`config.mk`:
```
export PLATFORM = sky130hd
export DESIGN_NAME = pba_bridge
export DESIGN_NICKNAME = d
export VERILOG_FILES = /design/src/pkg/pba_pkg.sv /design/src/rtl/pba_bridge.sv
export VERILOG_INCLUDE_DIRS = /design/src /design/src/pkg
export SDC_FILE = /design/constraint.sdc
export NUM_CORES = 1
export LEC_CHECK = 0
export BUFFER_PORTS_ARGS = -buffer_cell sky130_fd_sc_hd__buf_2
export CAP_MARGIN = 20
export CORE_UTILIZATION = 25
export CTS_CLUSTER_DIAMETER = 100
export DETAILED_ROUTE_END_ITERATION = 10
export GPL_TIMING_DRIVEN = 0
export PLACE_DENSITY = 0.51
export SETUP_SLACK_MARGIN = 0.05
export SLEW_MARGIN = 20
export SYNTH_ARGS = -nofsm -noshare
export SYNTH_HDL_FRONTEND = slang
export SYNTH_SLANG_ARGS = --single-unit
export TNS_END_PERCENT = 100
```
`constraint.sdc`:
```
create_clock -name i_sys_clk -period 6.05 [get_ports i_sys_clk]
set_input_delay 1.21 -clock i_sys_clk [delete_from_list [all_inputs] [get_ports i_sys_clk]]
set_output_delay 1.21 -clock i_sys_clk [all_outputs]
set_load 0.02 [all_outputs]
```
`src/pkg/pba_consts.svh`:
```
// Constants of the peripheral bus access latency block
`ifndef PBA_CONSTS_SVH
`define PBA_CONSTS_SVH
// Window bounds, inclusive
`define PBA_SYS_LO 32'h4000_0000
`define PBA_SYS_HI 32'h4001_BFFF
`define PBA_SYSTEM_CONTROL_WINDOW_LO 32'h4001_E000
`define PBA_SYSTEM_CONTROL_WINDOW_HI 32'h4001_EFFF
`define PBA_PORT_LO 32'h4004_0000
`define PBA_PORT_HI 32'h4004_1FFF
`define PBA_WDT_LO 32'h4004_2000
`define PBA_WDT_HI 32'h4005_FFFF
// Latencies in reference clock cycles
`define PBA_LAT_SYS 6'h02
`define PBA_LAT_SYSTEM_CONTROL_WINDOW 6'h04
`define PBA_LAT_PB_EQ 6'h03
`define PBA_LAT_PB_FAST 6'h02
`define PBA_LAT_NONE 6'h02
`define PBA_LAT_WIDE 6'h02
`define PBA_CNT_LAST 6'h01
// Divider constants
`define PBA_DIV_ONE 4'h1
`define PBA_DIV_ZERO 4'h0
`endif

```
`src/pkg/pba_pkg.sv`:
```
// Types of the peripheral bus access latency block
package pba_pkg;
    // Decoded window groups
    typedef enum logic [2:0] {
        PBA_G_NONE = 3'h0,
        PBA_G_SYS = 3'h1,
        PBA_G_SYSTEM_CONTROL_WINDOW = 3'h2,
        PBA_G_PORT = 3'h3,
        PBA_G_WDT = 3'h4
    } pba_grp_e;
    // Access sequencer, Gray along idle-sync-count
    typedef enum logic [1:0] {
        PBA_ST_IDLE = 2'h0,
        PBA_ST_SYNC = 2'h1,
        PBA_ST_COUNT = 2'h3
    } pba_state_e;
    // One bus request or forwarded access
    typedef struct packed {
        logic [31:0] addr;
        logic wr;
        logic wide;
        logic [31:0] wdata;
    } pba_req_s;
endpackage

```
`src/rtl/pba_bridge.sv`:
```
// Peripheral bus decoder and access latency sequencer
`timescale 1ns/100ps
`default_nettype none
`include "pba_consts.svh"
module pba_bridge #(
    parameter int DIV_W = 4,
    parameter int WAIT_W = 4
) (
    // Clock and reset
    input wire logic i_sys_clk,
    input wire logic i_rst,
    // Master side
    input wire logic i_req_valid,
    input wire pba_pkg::pba_req_s i_req,
    input wire logic i_contend,
    output logic o_req_ready,
    output logic o_ack,
    output logic [31:0] o_rdata,
    // Peripheral side
    output logic o_per_sel,
    output pba_pkg::pba_req_s o_per,
    input wire logic [WAIT_W-1:0] i_per_wait,
    input wire logic [31:0] i_per_rdata,
    // Clock ratio, core cycles per peripheral clock b cycle
    input wire logic [DIV_W-1:0] i_pclk_ratio
);
    import pba_pkg::*;

    pba_state_e state_q; // Sequencer state
    logic [5:0] cnt_q; // Remaining reference ticks
    logic pclk_unit_q; // Access counts in peripheral ticks
    logic map_q; // Latched access hit a window
    logic wr_q; // Latched access is a write
    logic [DIV_W-1:0] div_q; // Peripheral clock divider
    logic pclk_en_q; // Peripheral clock b enable pulse
    pba_grp_e grp_w; // Decoded group of incoming address
    logic acc_w; // Request accepted this cycle
    logic ratio_eq_w; // Core and peripheral clocks equal
    logic pclk_grp_w; // Group referenced to peripheral clock
    logic tick_w; // One reference clock elapsed
    logic [5:0] base_w; // Group latency
    logic [5:0] total_w; // Full latency of the access

    // Address decode, lowest address of each window inclusive
    always_comb
    begin
        if (i_req.addr >= `PBA_SYS_LO && i_req.addr <= `PBA_SYS_HI)
            grp_w = PBA_G_SYS;
        else if (i_req.addr >= `PBA_SYSTEM_CONTROL_WINDOW_LO && i_req.addr <= `PBA_SYSTEM_CONTROL_WINDOW_HI)
            grp_w = PBA_G_SYSTEM_CONTROL_WINDOW;
        else if (i_req.addr >= `PBA_PORT_LO && i_req.addr <= `PBA_PORT_HI)
            grp_w = PBA_G_PORT;
        else if (i_req.addr >= `PBA_WDT_LO && i_req.addr <= `PBA_WDT_HI)
            grp_w = PBA_G_WDT;
        else
            grp_w = PBA_G_NONE;
    end

    // Ratio of one or zero means the clocks run equal
    assign ratio_eq_w = (i_pclk_ratio <= `PBA_DIV_ONE);
    assign pclk_grp_w = (grp_w == PBA_G_PORT) || (grp_w == PBA_G_WDT);

    // Group latency in its own reference clock
    always_comb
    begin
        case (grp_w)
            PBA_G_SYS: base_w = `PBA_LAT_SYS;
            PBA_G_SYSTEM_CONTROL_WINDOW: base_w = `PBA_LAT_SYSTEM_CONTROL_WINDOW;
            PBA_G_PORT, PBA_G_WDT:
            begin
                // Faster core pays its sync wait in the sync state
                base_w = ratio_eq_w ? `PBA_LAT_PB_EQ : `PBA_LAT_PB_FAST;
            end
            default: base_w = `PBA_LAT_NONE;
        endcase
    end

    // Sum of bus, wide-register and module wait cycles
    always_comb
    begin
        total_w = base_w + 6'(i_per_wait);
        if (i_req.wide && grp_w != PBA_G_NONE)
            total_w = total_w + `PBA_LAT_WIDE;
    end

    // Contention from fetch or another master holds the request off
    assign acc_w = o_req_ready && i_req_valid && !i_contend;

    // Counting edge: core clock, or peripheral enable when slower
    assign tick_w = !pclk_unit_q || ratio_eq_w || pclk_en_q;

    // Peripheral clock b divider, a one-cycle enable
    always_ff @(posedge i_sys_clk or posedge i_rst)
    begin
        if (i_rst)
        begin
            div_q <= '0;
            pclk_en_q <= 1'b0;
        end
        else if (ratio_eq_w || div_q >= i_pclk_ratio - DIV_W'(`PBA_DIV_ONE))
        begin
            div_q <= '0;
            pclk_en_q <= 1'b1;
        end
        else
        begin
            div_q <= div_q + DIV_W'(`PBA_DIV_ONE);
            pclk_en_q <= 1'b0;
        end
    end

    // Sequencer state
    always_ff @(posedge i_sys_clk or posedge i_rst)
    begin
        if (i_rst)
            state_q <= PBA_ST_IDLE;
        else
        begin
            case (state_q)
                PBA_ST_IDLE:
                begin
                    // Slower peripheral clock needs a sync wait first
                    if (acc_w && pclk_grp_w && !ratio_eq_w)
                        state_q <= PBA_ST_SYNC;
                    else if (acc_w)
                        state_q <= PBA_ST_COUNT;
                end
                PBA_ST_SYNC:
                begin
                    // Always at least one peripheral tick passes here
                    if (pclk_en_q)
                        state_q <= PBA_ST_COUNT;
                end
                PBA_ST_COUNT:
                begin
                    if (tick_w && cnt_q == `PBA_CNT_LAST)
                        state_q <= PBA_ST_IDLE;
                end
                default: state_q <= PBA_ST_IDLE;
            endcase
        end
    end

    // Latency counter, loaded on accept
    always_ff @(posedge i_sys_clk or posedge i_rst)
    begin
        if (i_rst)
            cnt_q <= '0;
        else if (acc_w)
            cnt_q <= total_w;
        else if (state_q == PBA_ST_COUNT && tick_w)
            cnt_q <= cnt_q - `PBA_CNT_LAST;
    end

    // Attributes of the access in flight
    always_ff @(posedge i_sys_clk or posedge i_rst)
    begin
        if (i_rst)
        begin
            pclk_unit_q <= 1'b0;
            map_q <= 1'b0;
            wr_q <= 1'b0;
        end
        else if (acc_w)
        begin
            pclk_unit_q <= pclk_grp_w;
            map_q <= (grp_w != PBA_G_NONE);
            wr_q <= i_req.wr;
        end
    end

    // Ready drops on accept, returns with the answer
    always_ff @(posedge i_sys_clk or posedge i_rst)
    begin
        if (i_rst)
            o_req_ready <= 1'b1;
        else if (acc_w)
            o_req_ready <= 1'b0;
        else if (state_q == PBA_ST_COUNT && tick_w && cnt_q == `PBA_CNT_LAST)
            o_req_ready <= 1'b1;
    end

    // Forward the access to the addressed window, one-cycle strobe
    always_ff @(posedge i_sys_clk or posedge i_rst)
    begin
        if (i_rst)
        begin
            o_per_sel <= 1'b0;
            o_per <= '0;
        end
        else
        begin
            // Unmapped holes are never forwarded, so no module misbehaves
            o_per_sel <= acc_w && (grp_w != PBA_G_NONE);
            if (acc_w)
                o_per <= i_req;
        end
    end

    // Completion pulse and read data
    always_ff @(posedge i_sys_clk or posedge i_rst)
    begin
        if (i_rst)
        begin
            o_ack <= 1'b0;
            o_rdata <= '0;
        end
        else if (state_q == PBA_ST_COUNT && tick_w && cnt_q == `PBA_CNT_LAST)
        begin
            o_ack <= 1'b1;
            // Unmapped reads answer zero rather than stalling
            o_rdata <= (map_q && !wr_q) ? i_per_rdata : '0;
        end
        else
        begin
            o_ack <= 1'b0;
            o_rdata <= '0;
        end
    end
endmodule
`default_nettype wire

```
== After elaboration in Yosys (flattened, before gate mapping) ==
Index checks and enable logic that the tools add are counted.

* Output and inout bits: 101
* Input bits: 110
* Flip-flop bits (word level): 116

* Reductions and logical operators: 28
* Eq/ne operators: 9
* Multiplexer cells: 21
* Add/sub/neg operators: 5
* Order comparisons: 10

{| class="wikitable"
|+ Operators by type and width
! cell !! number
|-
| 32-bit by 31-bit >= comparator with 1-bit output, second input constant || 4
|-
| 32-bit by 31-bit <= comparator with 1-bit output, second input constant || 4
|-
| 32-bit 2-to-1 mux || 2
|-
| 6-bit 2-to-1 mux || 3
|-
| 1-bit logical AND || 14
|-
| 3-bit 2-to-1 mux || 4
|-
| 2-bit 2-to-1 mux || 4
|-
| 6-bit by 2-bit adder with 6-bit output, second input constant || 1
|-
| 6-bit by 4-bit adder with 6-bit output || 1
|-
| 3-bit by 2-bit equality test with 1-bit output, second input constant || 2
|-
| 6-bit by 1-bit equality test with 1-bit output, second input constant || 1
|-
| 2-bit one-hot mux with 3 select lines || 1
|-
| 3-bit one-hot mux with 2 select lines || 1
|-
| 6-bit by 1-bit subtractor with 6-bit output, second input constant || 1
|-
| 1-bit 2-to-1 mux || 5
|-
| 4-bit by 1-bit adder with 4-bit output, second input constant || 1
|-
| 4-bit >= comparator || 1
|-
| 4-bit by 1-bit <= comparator with 1-bit output, second input constant || 1
|-
| 1-bit logical NOT || 4
|-
| 1-bit logical OR || 4
|-
| 4-bit 2-to-1 mux || 1
|-
| 2-bit inequality test, second input constant || 2
|-
| 2-bit nonzero test || 2
|-
| 4-bit by 1-bit subtractor with 4-bit output, second input constant || 1
|-
| other kinds (8) || 8
|}

== Longest topological paths before layout ==
Gate-level depths: netlist (run 1).

* Depth after elaboration: 13
* Gate-level depth with buffers: 13
* Gate-level depth less buffers: 13

== Worst setup path after synthesis (run 1) ==
No wires, ideal clock.

* Path type: input -> register
* Start point: in i_req[60] (netlist name)
* End point: reg cnt_q[3]
* Library setup time: 0.135 ns
* Setup slack: 2.298 ns
* Arrival time: 3.616 ns
* Cell stages on the path: 13
* Path through: nor4_1 > nand2_1 > or3_1 > nor4_1 > ha_1 > inv_1 > fa_1 > xnor2_1 > ha_1 > nand2_1 > nor3_1 > xnor2_1 > mux2i_1

* Word-level cells in the longest chain between the ends: 13
* Elaborated cells on any way between the ends: 27

{| class="wikitable"
|+ RTL lines
! item !! RTL line !! RTL
|-
| start, declared || pba_bridge.sv:14 || <nowiki>input wire pba_pkg::pba_req_s i_req,</nowiki>
|-
| 32-bit by 31-bit >= comparator with 1-bit output (no source line) / 32-bit by 31-bit <= comparator with 1-bit output (equally long branches) || - ||
|-
| 1-bit logical AND (no source line) || - ||
|-
| 3-bit 2-to-1 mux || pba_bridge.sv:53 || <nowiki>else if (i_req.addr >= `PBA_WDT_LO && i_req.addr <= `PBA_WDT_HI)</nowiki>
|-
| 3-bit 2-to-1 mux || pba_bridge.sv:51 || <nowiki>else if (i_req.addr >= `PBA_PORT_LO && i_req.addr <= `PBA_PORT_HI)</nowiki>
|-
| 3-bit 2-to-1 mux || pba_bridge.sv:49 || <nowiki>else if (i_req.addr >= `PBA_SYSTEM_CONTROL_WINDOW_LO && i_req.addr <= `PBA_SYSTEM_CONTROL_WINDOW_HI)</nowiki>
|-
| 3-bit 2-to-1 mux (*) || pba_bridge.sv:47 || <nowiki>if (i_req.addr >= `PBA_SYS_LO && i_req.addr <= `PBA_SYS_HI)</nowiki>
|-
| 3-bit by 2-bit equality test with 1-bit output / 3-bit equality test (equally long branches) || pba_bridge.sv:66 || <nowiki>case (grp_w)</nowiki>
|-
| 2-bit OR reduction || pba_bridge.sv:66 ||
|-
| 3-bit one-hot mux with 2 select lines || pba_bridge.sv:66 ||
|-
| 6-bit by 4-bit adder with 6-bit output || pba_bridge.sv:81 || <nowiki>total_w = base_w + 6'(i_per_wait);</nowiki>
|-
| 6-bit by 2-bit adder with 6-bit output (no source line) || - ||
|-
| 6-bit 2-to-1 mux (*) || pba_bridge.sv:82 || <nowiki>if (i_req.wide && grp_w != PBA_G_NONE)</nowiki>
|-
| 6-bit 2-to-1 mux (*) || pba_bridge.sv:149 || <nowiki>else if (acc_w)</nowiki>
|-
| end signal, assigned || pba_bridge.sv:150 || <nowiki>cnt_q <= total_w;</nowiki>
|-
| end signal, assigned || pba_bridge.sv:152 || <nowiki>cnt_q <= cnt_q - `PBA_CNT_LAST;</nowiki>
|-
| end, declared || pba_bridge.sv:30 || <nowiki>logic [5:0] cnt_q;</nowiki>
|}

Every way passes the cells marked *; elsewhere a longest branch is shown, timed or not.
A chain may end at the register's enable or synchronous reset.

== Worst setup path after layout (run 1) ==
* Start point: in i_req[55] (netlist name)
* End point: reg cnt_q[3]

Same word-level chain as after synthesis.

==> flow_summary.toml, run 1 <==
[outcome]
status = "complete, no violations"

[clock_network]
root_buffer = "clkbuf_16"
cts_buffers = 17
cts_resized = 0
htreeDepth = 4
cts_setup_buffers = 0
clk_path_buf_depth = 2
clk_latency_ns = 0.41
cts_tree = "built"
clk_pin_slew_ns = 0.05
postCtsHoldBufs = 0
cts_sinks = 116

[sta]
fin_crit_ns = 3.95
tightest_slew_ns = 0.872
finalHoldViolCount = 0
fmax_mhz = 253
slew_headroom = 0.417
report.final.setup_viol = 0
hold-worst-slack_ns = 0.468
fin_skew_ns = 0.00681
timing.final.crit_share = 0.652
slew_viol_final = 0
fin_setup_tns_ns = 0
rsz0062_at_grt = "no"

[critical_path]
slowest_stage = "or3_1"
rr_startpoint = "o_req_ready$_DFFE_PP1P_"
start_kind = "input port"
critPathArrivalTime_ns = 4.21
cp_cell_sequence = "buf_2 -> nor4_1 -> nand2_1 -> or3_1 -> nor4_1 -> ha_1 -> inv_1 -> fa_1 -> xnor2_1 -> ha_1 -> nand2_1 -> nor3_1 -> xnor2_1 -> mux2i_1"
setup.worst_path.end_class = "register"
worstPathRequired_ns = 6.32
crit_type = "input port to register"
r2r_cells = 4
worstPathMaxFanout = 6
worstReg2RegEnd = "cnt_q[0]$_DFFE_PP0P_"
rrSetupSlack_ns = 3.96
crit_path_max_incr_delay_ns = 0.42

[logic_synthesis]
syn_inst = 485
ys_ff_latch = 116
yosysSeqAreaShare = 0.600
synth_top_cell_by_area = "dfrtp_1"
synthFlopType = "dfrtp_1"
synth.most_common_cell = "nand2_1"
synth_area_leaders = "dfrtp_1, nand2_1, and2_2, ha_1, xnor2_1"
synth_nets = 609
yosysWarnings = 0
yosysUniqueCellTypes = 44
syn_area_um2 = 4840
synth_commonest_cells = "nand2_1, dfrtp_1, and2_2"
syn_area_per_cell_um2 = 9.98
synth_edf_count = 0
async_flop_share = 1.00
synth_top_area_share = 0.594

[drt]
finalWirelength_um = 12900
routed_via_density = 4.04
drc_errors = 0
vias = 3989
ant_nets = 0
first_pass_iters = 4
wire_per_inst_um = 13.1
drtIter0Drc = 116

[final_layout]
final_nets = 839
fillers = 1982
area_delta_synth_final_pct = 40.6
final_layout_size_suffix_gt1_frac = 0.400
antennaDiodeCount = 0

[grt]
grt_pass1_wl_um = 20900
grt_max_degree = 67
track_usage = 0.137
grt_pass1_vias = 3998
grt_overflow = 0
antenna_found_initial = 0

[power]
seqPwrFrac = 0.428
p_clk_frac = 0.504
ir_drop_mv = 0.176
power_density_nw_per_um2 = 276
power.switching_mw = 0.433
p_int_mw = 1.45
comb_power_share = 0.067
leakagePower_nw = 3.93
p_sw_frac = 0.230

[floorplanning]
die_width_um = 141
die-area_um2 = 19900
core-area_um2 = 18800
chipHeight_um = 141
rows = 50
initial_core_util = 0.257
io_pins = 211

[flow_run]
drv_cap = 0

[hold_path]
worstHoldPathCells = 2
min-delay-start = "o_per[11]$_DFFE_PP0P_"
hp-class = "register to register"
hold_end = "o_per[11]$_DFFE_PP0P_"

[place]
port_buffers = 210
gp_congestion = 0.741
dp_hpwl_um = 9420
-- area by class of cell --
| cell class | instances | area, um2 | share of cell area |
|---|---|---|---|
| Clock buffer | 22 | 474 | 0.0697 |
| Multi-Input combinational cell | 332 | 1780 | 0.262 |
| Inverter | 16 | 65.1 | 0.00956 |
| Sequential cell | 116 | 2900 | 0.427 |
| Clock inverter | 9 | 80.1 | 0.0118 |
| Tap cell | 260 | 325 | 0.0478 |
| Buffer | 21 | 96.3 | 0.0142 |
| Timing Repair Buffer | 211 | 1080 | 0.159 |
-- metrics by stage --
| stage | worst slack [ns] | util | power, mW | instances | cell area, um2 |
|---|---|---|---|---|---|
| after detailed placement | 1.60 | 0.332 | 0.949 | 956 | 6250 |
| after CTS | 2.05 | 0.361 | 1.91 | 987 | 6800 |
| after global routing | 1.84 | 0.361 | 1.97 | 987 | 6800 |
| after floorplan | 1.77 | - | 0.890 | 485 | 4840 |
| after global placement | 0.0906 | 0.330 | 0.946 | 955 | 6220 |
| final | 2.10 | 0.361 | 1.88 | 987 | 6800 |
-- power groups by stage --
stage               Combinational (mW)  Sequential (mW)  Clock [mW]
floorplan                       0.0739            0.816           0
global placement                 0.127            0.819           0
detailed placement               0.130            0.819           0
CTS                              0.131            0.805       0.975
global route                     0.150            0.807        1.01
finish                           0.127            0.805       0.947
-- worst max path at each step --
stage	start	end	slack, ns	cells past startpoint
2_1_floorplan	i_rst	cnt_q[0]$_DFFE_PP0P_	1.77	1
4_1_cts	i_req[55]	cnt_q[3]$_DFFE_PP0P_	2.05	14
3_3_place_gp	i_rst	o_per[43]$_DFFE_PP0P_	0.09	2
5_1_grt	i_req[55]	cnt_q[3]$_DFFE_PP0P_	1.84	14
3_5_place_dp	i_req[55]	cnt_q[3]$_DFFE_PP0P_	1.60	14
6_report	i_req[55]	cnt_q[3]$_DFFE_PP0P_	2.10	14
-- routing by layer --
metal  global-route usage  up-vias  share of wire
met4               0.0589        0          0.019
met5                    0        -              0
met1                0.172     1842           0.46
met3               0.0448       16          0.070
li1                     -     1990              -
met2                0.215      141           0.45
-- sequential cells by signal (all words and copies together) (netlist names) --
register     count
o_per           66
cnt_q            6
pclk_unit_q      1
o_per_sel        1
div_q            4
state_q          2
o_req_ready      1
pclk_en_q        1
o_ack            1
o_rdata         32
map_q            1
-- cells in the final DEF, fill, tap and decap left out, drive strengths merged, types with 2 or more instances in the layout --
cell and count:
and2 32, nor3 9, buf 218, a21o 4, clkinvlp 4, nor2 12
nand4 5, clkinv 4, a21oi 2, o21ai 10, ha 13, dfrtp 115
nand2b 2, clkbuf 36, nor4b 2, and3 2, inv 16, xnor2 8
nor4 4, xor2 4, nand3 3, mux2i 4, nand2 201, nor2b 2
-- critical path, delay by kind of cell --
kind,cells,cell delay [ns]
AND/OR/NAND/NOR,6,1.48
adder cells (fa/ha/maj),3,0.82
XOR/XNOR,2,0.45
buffers and inverters,2,0.17
multiplexers,1,0.09
-- cell families after synthesis --
group / share of synthesized area
buf+inv: 0.0323
mux: 0.0106
simple gates: 0.265
fa+ha+maj: 0.0377
flops: 0.600
compound gates: 0.0328
xor+xnor: 0.0217
No activity file was read; power rests on OpenSTA's default activity.
==> run 2: changes to the inputs <==
--- a/config.mk
+++ b/config.mk
@@ -6,13 +6,14 @@
 export SDC_FILE = /design/constraint.sdc
 export NUM_CORES = 1
 export LEC_CHECK = 0
+export ABC_AREA = 1
 export BUFFER_PORTS_ARGS = -buffer_cell sky130_fd_sc_hd__buf_2
 export CAP_MARGIN = 20
 export CORE_UTILIZATION = 25
 export CTS_CLUSTER_DIAMETER = 100
 export DETAILED_ROUTE_END_ITERATION = 10
 export GPL_TIMING_DRIVEN = 0
-export PLACE_DENSITY = 0.51
+export PLACE_DENSITY = 0.5
 export SETUP_SLACK_MARGIN = 0.05
 export SLEW_MARGIN = 20
 export SYNTH_ARGS = -nofsm -noshare
==> constraint.sdc (replaced) <==
create_clock -name i_sys_clk -period 4.1 [get_ports i_sys_clk]
set_input_delay 0.82 -clock i_sys_clk [delete_from_list [all_inputs] [get_ports i_sys_clk]]
set_output_delay 0.82 -clock i_sys_clk [all_outputs]
set_load 0.02 [all_outputs]
==> run 2 against run 1 <==
Net effect:
- non-clock buffer count is 3 higher
- synthesized cell count is 20% higher
- clock power is 75% higher
- sequential share of layout area is 2.7 points lower
- power grew to 2.7 times the previous value
- flip-flop and latch count stayed put
- die area is 7.1% higher
- count of clock-buffer cells in the layout is 4 lower
- critical endpoint is now cnt_q[5]$_DFFE_PP0P_
==> flow_summary.toml, run 2 <==
[clock_network]
htreeDepth = 4
cts_tree = "built"
clk_path_buf_depth = 2
cts_setup_buffers = 0
clk_pin_slew_ns = 0.06
postCtsHoldBufs = 0
cts_buffers = 17
cts_sinks = 116
cts_resized = 0
root_buffer = "clkbuf_16"
clk_latency_ns = 0.41

[power]
power_mw = 5.01
power_density_nw_per_um2 = 690
ir_drop_mv = 0.290
leakagePower_nw = 3.96

[logic_synthesis]
synth.most_common_cell = "nand2_1"
synth_edf_count = 0
synth_top_area_share = 0.555
yosysWarnings = 0
ys_ff_latch = 116
syn_area_per_cell_um2 = 8.93
syn_area_um2 = 5190
async_flop_share = 1.00
synthFlopType = "dfrtp_1"
syn_inst = 581
synth_area_leaders = "dfrtp_1, nand2_1, nor3b_1, inv_1, ha_1"
synth_commonest_cells = "nand2_1, dfrtp_1, inv_1"
synth_top_cell_by_area = "dfrtp_1"
yosysSeqAreaShare = 0.560
synth_nets = 705
yosysUniqueCellTypes = 38

[floorplanning]
rows = 52
chipHeight_um = 146
io_pins = 211
core-area_um2 = 20300
initial_core_util = 0.256
die-area_um2 = 21300
die_width_um = 146

[drt]
wire_per_inst_um = 13.0
vias = 4518
finalWirelength_um = 14200
routed_via_density = 4.13
first_pass_iters = 4
ant_nets = 0
drc_errors = 0
drtIter0Drc = 117

[critical_path]
setup.worst_path.end_class = "register"
crit_family = "simple AND/OR/NAND/NOR gates"
cp.buffers_inverters = 4
worstPathRequired_ns = 4.44
rrSetupSlack_ns = 2.19
start_kind = "input port"
r2r_cells = 8
slowest_stage = "fa_1"
cp_cell_sequence = "buf_2 -> nor2_1 -> nand2_1 -> nor2_4 -> o21ai_1 -> nand3_1 -> nand2_1 -> nand2_2 -> inv_2 -> nor2_1 -> ha_1 -> inv_1 -> fa_1 -> xnor2_1 -> ha_1 -> inv_1 -> nor3_1 -> nand4_1 -> nand2_1 -> nand2_1 -> nand2_1"
crit_type = "input port to register"
rr_startpoint = "o_req_ready$_DFFE_PP1P_"
worstPathMaxFanout = 6
worstReg2RegEnd = "o_per[13]$_DFFE_PP0P_"
cp_common_cell = "nand2_1"
critPathArrivalTime_ns = 3.55
crit_path_max_incr_delay_ns = 0.40

[final_layout]
largestRegisters = "o_per (66), o_rdata (32), cnt_q (6)"
final_common_cell = "buf_2"
top_register = "o_per"
final_cell_area_um2 = 7270
area_delta_synth_final_pct = 40.2
largest_reg_flops = 66
layout.cells.non_filler = 1095
layout_common_cells = "buf_2, nand2_1, dfrtp_1, inv_1, nor3b_1"
final_nets = 935
final_layout_size_suffix_gt1_frac = 0.346

[sta]
fmax_mhz = 311
timing.final.crit_share = 0.783
tightest_slew_ns = 0.541
fin_skew_ns = 0.00537
finalHoldViolCount = 0
fin_setup_tns_ns = 0
slew_viol_final = 0
fin_crit_ns = 3.21
rsz0062_at_grt = "no"
report.final.setup_viol = 0
fin_ws_ns = 0.889
slew_headroom = 0.639

[outcome]
status = "complete, no violations"

[grt]
grt_pass1_vias = 4402
grt_max_degree = 60
grt_pass1_wl_um = 23100
track_usage = 0.139
antenna_found_initial = 0
grt_overflow = 0

[place]
dp_hpwl_um = 10600
placed_area_um2 = 6610
gp_congestion = 0.783
place_inst = 1062
dp_slack_ns = 0.459
port_buffers = 210

[flow_run]
drv_cap = 0

[hold_path]
hp-class = "input port to asynchronous set/reset pin"
==> run 2: cell types whose count changed after synthesis, sizes merged, moves of 6 or more <==
| cell | before | now |
|---|---|---|
| nor3 | 9 | 3 |
| o21ai | 10 | 31 |
| inv | 16 | 53 |
| and2 | 32 | 0 |
| nor3b | 1 | 32 |
| nor2 | 12 | 44 |
| nand2 | 201 | 217 |
| nand3 | 3 | 16 |
==> run 2: area by class of cell <==
type	instances	area [um2]
Antenna cell	1	2.50
Buffer	24	101
Clock buffer	18	429
Clock inverter	14	228
Fill cell	2174	13000
Inverter	53	206
Multi-Input combinational cell	388	1980
Sequential cell	116	2900
Tap cell	270	338
Timing Repair Buffer	211	1080
==> run 2: worst max path at each step <==
stage               depth (start not counted)  slack [ns]  startpoint                    end
finish                                     21        0.89   i_req[59]   cnt_q[5]$_DFFE_PP0P_
global placement                            2       -1.56       i_rst  o_per[49]$_DFFE_PP0P_
floorplan                                   1        0.21       i_rst   cnt_q[0]$_DFFE_PP0P_
detailed placement                         21        0.46   i_req[61]   cnt_q[5]$_DFFE_PP0P_
CTS                                        21        0.88   i_req[61]   cnt_q[5]$_DFFE_PP0P_
global route                               21        0.54   i_req[61]   cnt_q[5]$_DFFE_PP0P_
==> run 2: kinds of logic after synthesis <==
| group | synth area share |
|---|---|
| AND/OR/NAND/NOR | 0.285 |
| XOR/XNOR | 0.0135 |
| AO/OA/AOI/OAI | 0.0490 |
| buffers and inverters | 0.0579 |
| adder cells (fa/ha/maj) | 0.0352 |
| flip-flops | 0.560 |
==> run 2: metrics by stage <==
step           utilization  hold WS (ns)
2_1_floorplan            -         0.449
3_3_place_gp         0.324         0.450
3_5_place_dp         0.326         0.453
4_1_cts              0.358         0.433
5_1_grt              0.358         0.452
6_report             0.358         0.426
==> run 2: per-layer routing <==
metal | share of wire | global-route usage | routed length, um
met2 | 0.46 | 0.219 | 6480
met1 | 0.48 | 0.180 | 6750
met5 | 0 | 0 | 0
met3 | 0.059 | 0.0425 | 841
met4 | 0.0095 | 0.0474 | 135
==> run 2: power by group <==
| part | switching, mW | leakage (nW) | internal, mW | total (mW) |
|---|---|---|---|---|
| registers | 0.215 | 1.50 | 1.55 | 1.76 |
| logic | 1.04 | 2.15 | 0.548 | 1.59 |
| clock network | 0.572 | 0.309 | 1.09 | 1.66 |
